**src/hw/rtc_pkg.sv**
```systemverilog
package rtc_pkg;
  localparam logic [5:0] ADDR_CTRL_A = 6'h0A;
  localparam logic [5:0] ADDR_CTRL_B = 6'h0B;
  localparam logic [5:0] ADDR_STAT_C = 6'h0C;
  localparam int CHAIN_STAGES = 22;
  localparam int RATE_LSB = 0;
  localparam int BASE_LSB = 4;
  localparam int UIP_BIT = 7;
  localparam int SET_BIT = 7;
  localparam int PER_EN_BIT = 6;
  localparam int ALM_EN_BIT = 5;
  localparam int UPD_EN_BIT = 4;
  localparam int SQ_EN_BIT = 3;
  localparam int DM_BIT = 2;
  localparam int H24_BIT = 1;
  localparam int DSE_BIT = 0;
  localparam int SUM_FLAG_BIT = 7;
  localparam int PER_FLAG_BIT = 6;
  localparam int ALM_FLAG_BIT = 5;
  localparam int UPD_FLAG_BIT = 4;
  localparam logic [2:0] BASE_4M = 3'h0;
  localparam logic [2:0] BASE_1M = 3'h1;
  localparam logic [2:0] BASE_32K = 3'h2;
  localparam logic [1:0] BASE_HOLD = 2'h3;
  localparam logic [4:0] PRESCALE_4M = 5'h07;
  localparam logic [4:0] PRESCALE_1M = 5'h05;
  localparam logic [4:0] PRESCALE_32K = 5'h00;
  localparam logic [4:0] SLOW_LOW_RATE_OFS = 5'h05;
  localparam logic [4:0] FAST_RATE_OFS = 5'h02;
  localparam logic [3:0] RATE_OFF = 4'h0;
  localparam logic [3:0] RATE_SLOW_LAST_SPECIAL = 4'h2;
  localparam logic [7:0] CTRL_B_RESET = 8'h00;
  localparam logic [3:0] RATE_RESET = 4'h0;
  localparam logic [2:0] BASE_RESET = 3'h0;
  typedef enum logic {MODE_STROBE, MODE_PULSE} bus_mode_t;
  typedef enum logic {ST_IDLE, ST_READ} bus_state_t;
endpackage

```
**src/hw/tap_if.sv**
```systemverilog
interface tap_if;
  logic [3:0] rate;
  logic [2:0] base_sel;
  logic level;
  logic rise;
  logic clk_out;
  modport ctrl (output rate, output base_sel, input level, input rise,
    input clk_out);
  modport chain (input rate, input base_sel, output level, output rise,
    output clk_out);
endinterface

```
**src/hw/rtc_pin_ctrl.sv**
```systemverilog
module rtc_pin_ctrl (
  // clock and reset
  input wire logic clk,
  input wire logic rst_b,
  // time base and clock output
  input wire logic time_base_in,
  input wire logic clock_out_divide_select,
  output logic divided_clock_out,
  output logic square_wave_out,
  // host bus pins
  input wire logic chip_select_n,
  input wire logic address_strobe_in,
  input wire logic data_strobe_in,
  input wire logic read_write_in,
  input wire logic [7:0] muxed_addr_data_in,
  output logic [7:0] muxed_addr_data_out,
  output logic muxed_addr_data_oe,
  // interrupt pin, open drain
  output logic irq_n_out,
  output logic irq_n_oe,
  // reset pin of the device
  input wire logic power_on_clear_n,
  // time keeping side
  input wire logic update_in_progress,
  input wire logic alarm_event,
  input wire logic update_done_event,
  input wire logic [7:0] ext_read_data,
  output logic ext_write_strobe,
  output logic [5:0] ext_write_addr,
  output logic [7:0] ext_write_data,
  // control bits for the time keeping side
  output logic set_update_inhibit,
  output logic binary_data_mode,
  output logic hour_24_mode,
  output logic daylight_save_enable
);
  tap_if tap ();

  tap_divider u_div (
    .clk(clk),
    .rst_b(rst_b),
    .time_base_in(time_base_in),
    .clock_out_divide_select(clock_out_divide_select),
    .tap(tap)
  );

  // bus group
  rtc_pkg::bus_state_t state, next_state;
  rtc_pkg::bus_mode_t mode, next_mode;
  logic as_prev, strobe_prev, rw_prev;
  logic next_as_prev, next_strobe_prev, next_rw_prev;
  logic [7:0] bus_prev, next_bus_prev;
  logic [5:0] addr, next_addr;
  logic [7:0] bus_out, next_bus_out;
  logic bus_oe, next_bus_oe;
  logic cs_act, as_fall, read_go, read_end, wr_go, c_read_done;
  logic [7:0] read_val;

  // register group
  logic [3:0] rate, next_rate;
  logic [2:0] base_sel, next_base_sel;
  logic [7:0] ctrl_b, next_ctrl_b;
  logic periodic_flag, alarm_flag, update_done_flag, any_int_flag;
  logic next_periodic_flag, next_alarm_flag;
  logic next_update_done_flag, next_any_int_flag;
  logic irq_oe_q, next_irq_oe;
  logic sq_out, next_sq_out;
  logic wr_strobe, next_wr_strobe;
  logic [5:0] wr_addr, next_wr_addr;
  logic [7:0] wr_data, next_wr_data;

  always_comb begin
    cs_act = ~chip_select_n;
    next_as_prev = address_strobe_in;
    next_strobe_prev = data_strobe_in;
    next_rw_prev = read_write_in;
    next_bus_prev = muxed_addr_data_in;
    as_fall = cs_act & as_prev & ~address_strobe_in;
    next_addr = addr;
    next_mode = mode;
    if (as_fall) begin
      next_addr = bus_prev[5:0];
      next_mode = strobe_prev ? rtc_pkg::MODE_PULSE
                          : rtc_pkg::MODE_STROBE;
    end
    // a read waits for the address strobe to drop, so the bus has turned
    read_go = 1'b0;
    read_end = 1'b0;
    wr_go = 1'b0;
    // decode with the style picked this cycle, so the old style cannot
    // start a read in the cycle the address strobe falls
    if (next_mode == rtc_pkg::MODE_STROBE) begin
      read_go = data_strobe_in & read_write_in;
      read_end = ~data_strobe_in;
      wr_go = strobe_prev & ~data_strobe_in & ~rw_prev;
    end else begin
      read_go = ~data_strobe_in;
      read_end = data_strobe_in;
      wr_go = ~rw_prev & read_write_in;
    end
    read_go = read_go & cs_act & ~address_strobe_in &
              (state == rtc_pkg::ST_IDLE);
    read_end = (read_end | ~cs_act) & (state == rtc_pkg::ST_READ);
    wr_go = wr_go & cs_act & ~address_strobe_in;
    unique case (addr)
      rtc_pkg::ADDR_CTRL_A: read_val = {update_in_progress, base_sel, rate};
      rtc_pkg::ADDR_CTRL_B: read_val = ctrl_b;
      rtc_pkg::ADDR_STAT_C: read_val = {any_int_flag, periodic_flag,
                                        alarm_flag, update_done_flag, 4'h0};
      default: read_val = ext_read_data;
    endcase
    next_state = state;
    next_bus_out = bus_out;
    if (read_go) begin
      next_state = rtc_pkg::ST_READ;
      next_bus_out = read_val;
    end else if (read_end) begin
      next_state = rtc_pkg::ST_IDLE;
    end
    next_bus_oe = (next_state == rtc_pkg::ST_READ) & cs_act;
    c_read_done = read_end & (addr == rtc_pkg::ADDR_STAT_C);
  end

  always_ff @(posedge clk) begin
    if (!rst_b) begin
      state <= rtc_pkg::ST_IDLE;
      mode <= rtc_pkg::MODE_STROBE;
      as_prev <= 1'b0;
      strobe_prev <= 1'b0;
      rw_prev <= 1'b1;
      bus_prev <= 8'h00;
      addr <= 6'h00;
      bus_out <= 8'h00;
      bus_oe <= 1'b0;
    end else begin
      state <= next_state;
      mode <= next_mode;
      as_prev <= next_as_prev;
      strobe_prev <= next_strobe_prev;
      rw_prev <= next_rw_prev;
      bus_prev <= next_bus_prev;
      addr <= next_addr;
      bus_out <= next_bus_out;
      bus_oe <= next_bus_oe;
    end
  end

  always_comb begin
    next_rate = rate;
    next_base_sel = base_sel;
    next_ctrl_b = ctrl_b;
    if (wr_go && addr == rtc_pkg::ADDR_CTRL_A) begin
      next_rate = bus_prev[rtc_pkg::RATE_LSB +: 4];
      next_base_sel = bus_prev[rtc_pkg::BASE_LSB +: 3];
    end
    if (wr_go && addr == rtc_pkg::ADDR_CTRL_B) begin
      next_ctrl_b = bus_prev;
      if (bus_prev[rtc_pkg::SET_BIT]) begin
        next_ctrl_b[rtc_pkg::UPD_EN_BIT] = 1'b0;
      end
    end
    // only these control bits and the flags below answer the reset pin; time and memory stay intact
    if (!power_on_clear_n) begin
      next_ctrl_b[rtc_pkg::PER_EN_BIT] = 1'b0;
      next_ctrl_b[rtc_pkg::ALM_EN_BIT] = 1'b0;
      next_ctrl_b[rtc_pkg::UPD_EN_BIT] = 1'b0;
      next_ctrl_b[rtc_pkg::SQ_EN_BIT] = 1'b0;
    end
    next_periodic_flag = periodic_flag;
    next_alarm_flag = alarm_flag;
    next_update_done_flag = update_done_flag;
    if (c_read_done) begin
      next_periodic_flag = 1'b0;
      next_alarm_flag = 1'b0;
      next_update_done_flag = 1'b0;
    end
    // an event in the clearing cycle is kept
    if (tap.rise) begin
      next_periodic_flag = 1'b1;
    end
    if (alarm_event) begin
      next_alarm_flag = 1'b1;
    end
    if (update_done_event) begin
      next_update_done_flag = 1'b1;
    end
    if (!power_on_clear_n) begin
      next_periodic_flag = 1'b0;
      next_alarm_flag = 1'b0;
      next_update_done_flag = 1'b0;
    end
    next_any_int_flag =
      (next_periodic_flag & next_ctrl_b[rtc_pkg::PER_EN_BIT]) |
      (next_alarm_flag & next_ctrl_b[rtc_pkg::ALM_EN_BIT]) |
      (next_update_done_flag & next_ctrl_b[rtc_pkg::UPD_EN_BIT]);
    next_irq_oe = next_any_int_flag;
    next_sq_out = ctrl_b[rtc_pkg::SQ_EN_BIT] & tap.level;
    next_wr_strobe = wr_go && addr != rtc_pkg::ADDR_CTRL_A &&
                     addr != rtc_pkg::ADDR_CTRL_B &&
                     addr != rtc_pkg::ADDR_STAT_C;
    next_wr_addr = wr_go ? addr : wr_addr;
    next_wr_data = wr_go ? bus_prev : wr_data;
  end

  always_ff @(posedge clk) begin
    if (!rst_b) begin
      rate <= rtc_pkg::RATE_RESET;
      base_sel <= rtc_pkg::BASE_RESET;
      ctrl_b <= rtc_pkg::CTRL_B_RESET;
      periodic_flag <= 1'b0;
      alarm_flag <= 1'b0;
      update_done_flag <= 1'b0;
      any_int_flag <= 1'b0;
      irq_oe_q <= 1'b0;
      sq_out <= 1'b0;
      wr_strobe <= 1'b0;
      wr_addr <= 6'h00;
      wr_data <= 8'h00;
    end else begin
      rate <= next_rate;
      base_sel <= next_base_sel;
      ctrl_b <= next_ctrl_b;
      periodic_flag <= next_periodic_flag;
      alarm_flag <= next_alarm_flag;
      update_done_flag <= next_update_done_flag;
      any_int_flag <= next_any_int_flag;
      irq_oe_q <= next_irq_oe;
      sq_out <= next_sq_out;
      wr_strobe <= next_wr_strobe;
      wr_addr <= next_wr_addr;
      wr_data <= next_wr_data;
    end
  end

  assign tap.rate = rate;
  assign tap.base_sel = base_sel;
  assign divided_clock_out = tap.clk_out;
  assign square_wave_out = sq_out;
  assign muxed_addr_data_out = bus_out;
  assign muxed_addr_data_oe = bus_oe;
  assign irq_n_out = 1'b0;
  assign irq_n_oe = irq_oe_q;
  assign ext_write_strobe = wr_strobe;
  assign ext_write_addr = wr_addr;
  assign ext_write_data = wr_data;
  assign set_update_inhibit = ctrl_b[rtc_pkg::SET_BIT];
  assign binary_data_mode = ctrl_b[rtc_pkg::DM_BIT];
  assign hour_24_mode = ctrl_b[rtc_pkg::H24_BIT];
  assign daylight_save_enable = ctrl_b[rtc_pkg::DSE_BIT];
endmodule

```
**src/hw/tap_divider.sv**
```systemverilog
module tap_divider (
  // clock and reset
  input wire logic clk,
  input wire logic rst_b,
  // time base pins
  input wire logic time_base_in,
  input wire logic clock_out_divide_select,
  // tap selection and results
  tap_if.chain tap
);
  logic tb_prev;
  logic [rtc_pkg::CHAIN_STAGES-1:0] chain;
  logic [1:0] quarter;
  logic level_prev;
  logic clk_out_q;
  logic next_tb_prev;
  logic [rtc_pkg::CHAIN_STAGES-1:0] next_chain;
  logic [1:0] next_quarter;
  logic next_level_prev;
  logic next_clk_out;
  logic tb_rise;
  logic level_now;
  logic rise_prev;
  logic next_rise_prev;

  // fast bases add prescale stages so every base lands on the same taps for rates 3 and up
  function automatic logic [4:0] tap_index(input logic [3:0] rs,
                                           input logic [2:0] base);
    logic [4:0] pre;
    pre = rtc_pkg::PRESCALE_32K;
    if (base == rtc_pkg::BASE_4M) begin
      pre = rtc_pkg::PRESCALE_4M;
    end else if (base == rtc_pkg::BASE_1M) begin
      pre = rtc_pkg::PRESCALE_1M;
    end
    if (pre == rtc_pkg::PRESCALE_32K &&
        rs <= rtc_pkg::RATE_SLOW_LAST_SPECIAL) begin
      tap_index = {1'b0, rs} + rtc_pkg::SLOW_LOW_RATE_OFS;
    end else begin
      tap_index = pre + {1'b0, rs} - rtc_pkg::FAST_RATE_OFS;
    end
  endfunction

  always_comb begin
    tb_rise = time_base_in & ~tb_prev;
    next_tb_prev = time_base_in;
    next_chain = chain;
    next_quarter = quarter;
    if (tb_rise) begin
      next_quarter = quarter + 2'h1;
    end
    // divider is held clear while the base field asks for it
    if (tap.base_sel[2:1] == rtc_pkg::BASE_HOLD) begin
      next_chain = '0;
    end else if (tb_rise) begin
      next_chain = chain + 22'h000001;
    end
    level_now = 1'b0;
    if (tap.rate != rtc_pkg::RATE_OFF) begin
      level_now = chain[tap_index(tap.rate, tap.base_sel)];
    end
    next_level_prev = level_now;
    next_rise_prev = level_prev;
    next_clk_out = clock_out_divide_select ? time_base_in
                                           : quarter[1];
  end

  always_ff @(posedge clk) begin
    if (!rst_b) begin
      tb_prev <= 1'b0;
      chain <= '0;
      quarter <= 2'h0;
      level_prev <= 1'b0;
      clk_out_q <= 1'b0;
      rise_prev <= 1'b0;
    end else begin
      tb_prev <= next_tb_prev;
      chain <= next_chain;
      quarter <= next_quarter;
      level_prev <= next_level_prev;
      clk_out_q <= next_clk_out;
      rise_prev <= next_rise_prev;
    end
  end

  assign tap.level = level_prev;
  assign tap.rise = level_prev & ~rise_prev;
  assign tap.clk_out = clk_out_q;
endmodule

```
**config.mk**
```make
export PLATFORM = sky130hd
export DESIGN_NAME = rtc_pin_ctrl
export DESIGN_NICKNAME = d
export VERILOG_FILES = /design/src/hw/rtc_pkg.sv /design/src/hw/tap_if.sv /design/src/hw/rtc_pin_ctrl.sv /design/src/hw/tap_divider.sv
export SDC_FILE = /design/constraint.sdc
export NUM_CORES = 1
export LEC_CHECK = 0
export CORE_MARGIN = 2
export CORE_UTILIZATION = 50
export DETAILED_ROUTE_END_ITERATION = 10
export DONT_BUFFER_PORTS = 1
export PLACE_DENSITY = 0.62
export SLEW_MARGIN = 20
export SYNTH_ARGS = -nofsm -noshare
export SYNTH_HDL_FRONTEND = slang
export SYNTH_SLANG_ARGS = --single-unit
export TNS_END_PERCENT = 5
```
**constraint.sdc**
```tcl
create_clock -name clk -period 6.9 [get_ports clk]
set_clock_uncertainty 0.15 [all_clocks]
set_input_delay 1.035 -clock clk [delete_from_list [all_inputs] [get_ports clk]]
set_output_delay 1.035 -clock clk [all_outputs]
set_load 0.02 [all_outputs]
```
==> summary.txt <==
Clock network
  • CTS Sinks: between 90 and 100
  • Post-cts resize count: 0
  • Hold_buf cts: 0
  • Clock buffer depth: 2
  • Total CTS buffers: 9
  • Clock Latency Late Sink: between 300 and 400 ps
  • H-tree depth: 3
  • Post-CTS Setup Repair Bufs: 0
  • Root Driver: clkbuf_8
  • CTS tree: yes
  • CTS clk-pin slew, worst paths: around 90 ps

Synthesis
  • Post-synthesis cell type count: 46
  • Syn avg cell area: slightly above 9 µm²
  • Mapped cell area: 0.004233 mm²
  • Main combinational cell family by area after synthesis: simple AND/OR/NAND/NOR gates
  • Warnings, synthesis: 0
  • XOR/XNOR Fraction of Synth Area: 4.966%
  • Mux contribution to synthesized area: between 10% and 20%
  • Syn nets: approximately 490
  • Post-synth EDFFs: 0
  • Post-synthesis adder-cell area fraction: 3.429%
  • Main synth FF type: dfxtp_1
  • Simple-gate share of the synthesized area: ~24%
  • Ys async rst share: 0%
  • Compound-Gate Fraction of Synth Area: under 10%
  • Sequential share of the synthesized area: 43.04%
  • Post-Syn Instances: 454
  • Number of synthesized register bits: approximately 90

Final layout
  • Finished Layout Cells: 560
  • Diodes inserted: 0
  • Most frequent cells in the layout: 91 x dfxtp_1, 54 x mux2i_1, 47 x nor2_1
  • Commonest non-fill, non-tap cell in the layout: dfxtp_1
  • Fillers: approximately 740
  • Register area: 0.001822 mm²
  • Multi-input combinational cell area: ~0.0023 mm²
  • Layout Nets: 489
  • P&R area growth vs syn: 6.769%
  • Layout cells sized above 1: 5.714%

Global route
  • GR Util All Layers: 19.22%
  • Initial antenna violation count: 0
  • Largest net degree at the start of global routing: 65
  • GR Overflow Total: 0
  • Via count of the first global-routing pass: about 2,800
  • First-pass GRT wire length: 13.88 mm

Detailed routing
  • Via count: 2,960
  • Overall routed net length: about 8.2 mm
  • # DRC: 0
  • Final ANT Viol Nets: 0
  • Initial DRT Pass Iterations: 4
  • Vias per Instance: roughly 5.3
  • Drt initial violations: 75
  • Drt wl/cell: 14.58 µm

Critical path
  • CP Max Fanout: 8
  • CP arrival: 3180 ps
  • CP required: between 6000 and 7000 ps
  • CP endpoint kind: flop
  • Worst setup SP type: input port
  • Critical path class: in -> reg

Die
  • Core area: 0.008217 mm²
  • Initial core utilization: 51.52%
  • Die height: 96.01 µm
  • Std cell rows: 33
  • Num ports: 60
  • Area of the die: 0.009218 mm²
  • Horiz. Die Dim: 96.01 µm

Placed design
  • Port Buffers: 0
  • Post-DP HPWL: about 6 mm
  • Placed cells: 544
  • GP Congestion: 0.7941

STA
  • Min Tclk post-route: just over 3000 ps
  • Unrepaired setup endpoints after global routing: no
  • Part of the cycle the worst path needs: 44.86%
  • Max_slew headroom: between 30 and 40%
  • F_max: 323.1 MHz
  • Slew of the pin with the lowest slew margin: about 920 ps
  • Final Max Slew Viols: 0
  • Hold Vio Cnt, Final: 0
  • Endpoints failing setup: 0
  • Total negative slack: 0 ps

Power
  • Lkg Pwr: 1.625 nW
  • Peak VDD IR: 126.8 µV
  • Power density cells: 210.2 mW/mm²
  • Pwr Total: 0.0009498 W

Flow run
  • Max_cap viols: 0

Run status
  • Status: complete, no violations

Hold path
  • Type of the tightest min-delay check: reg -> reg
==> synth_stat cells, types with 3 or more instances <==
cell	number	area, µm²
xor2_1	14	122.6
nand3_1	14	70.07
nor4b_1	3	26.28
nor2b_1	41	256.5
nand4_1	8	50.05
o31ai_1	3	22.52
or3_1	7	43.79
xnor2_1	10	87.58
ha_1	10	125.1
a221oi_1	4	35.03
a21oi_1	17	85.08
nor3_1	4	20.02
inv_1	15	56.30
dfxtp_1	91	1822
nor2_1	47	176.4
and2_1	22	137.6
nand2_1	24	90.09
and3_1	5	31.28
o21ai_0	13	65.06
clkbuf_1	15	56.30
mux2i_1	54	540.5
==> routing by layer <==
layer,track usage [%],routed length (µm),vias to the layer above
met1,27.28,4237,1348
met2,28.01,3309,62
met5,0,0,-
met4,5.238,86,0
li1,-,-,1544
met3,6.108,534,6
==> critical path, stage by stage <==
cell	delay (ps)
nor3b_1	170
buf_4	230
mux2i_4	320
mux2i_1	210
nor4_4	600
mux2_2	400
nand3_1	100
o211ai_1	100
==> worst paths after layout <==
kind / start / to / slack (ps) / cells after the start
worst max-delay path: address_strobe_in / irq_n_oe / 3800 / 8
worst min-delay path: u_div.tap.level / u_div.rise_prev / 320 / 1
worst max register to register: base_sel[1] / u_div.tap.level / 3930 / 12
worst min register to register: u_div.tap.level / u_div.rise_prev / 320 / 1
==> state kept, by name, summed over array words and instances (netlist names), 2 cells and up <==
signal and cells:
ext_write_addr 6, base_sel 3, ext_write_data 8, bus_prev 8, muxed_addr_data_out 8, rate 4
u_div.quarter 2, u_div.chain 22, ctrl_b 8, addr 6
==> cell type report <==
| cell class | count | area share, % |
|---|---|---|
| clock buffers | 11 | 3.128 |
| clock inverters | 5 | 1.495 |
| inverters | 15 | 1.246 |
| multi-input cells | 330 | 50.42 |
| flip-flops and latches | 91 | 40.31 |
| well taps | 105 | 2.907 |
| repair buffers | 3 | 0.4983 |
==> metrics by stage <==
stage	hold slack (ps)	util [%]	setup slack (ps)	instance area, µm²
5_1_grt	350.5	55.00	3646	4519
6_report	323.7	55.00	3805	4519
2_1_floorplan	286.6	-	3607	4233
4_1_cts	331.3	55.00	3783	4519
3_5_place_dp	310.9	52.46	3416	4310
3_3_place_gp	300.3	52.46	3467	4310
==> power by group <==
group | total, W | switching (W) | internal [W]
Clock | 0.000379 | 0.000195 | 0.000183
Sequential | 0.000544 | 0.0000101 | 0.000534
Combinational | 0.0000276 | 0.0000130 | 0.0000146
==> kinds of logic after synthesis <==
group | count (synthesis)
compound gates | 49
mux | 57
xor+xnor | 24
simple gates | 188
fa+ha+maj | 11
other cells | 1
buf+inv | 33
flops | 91
(Power assumes the default switching activity.)
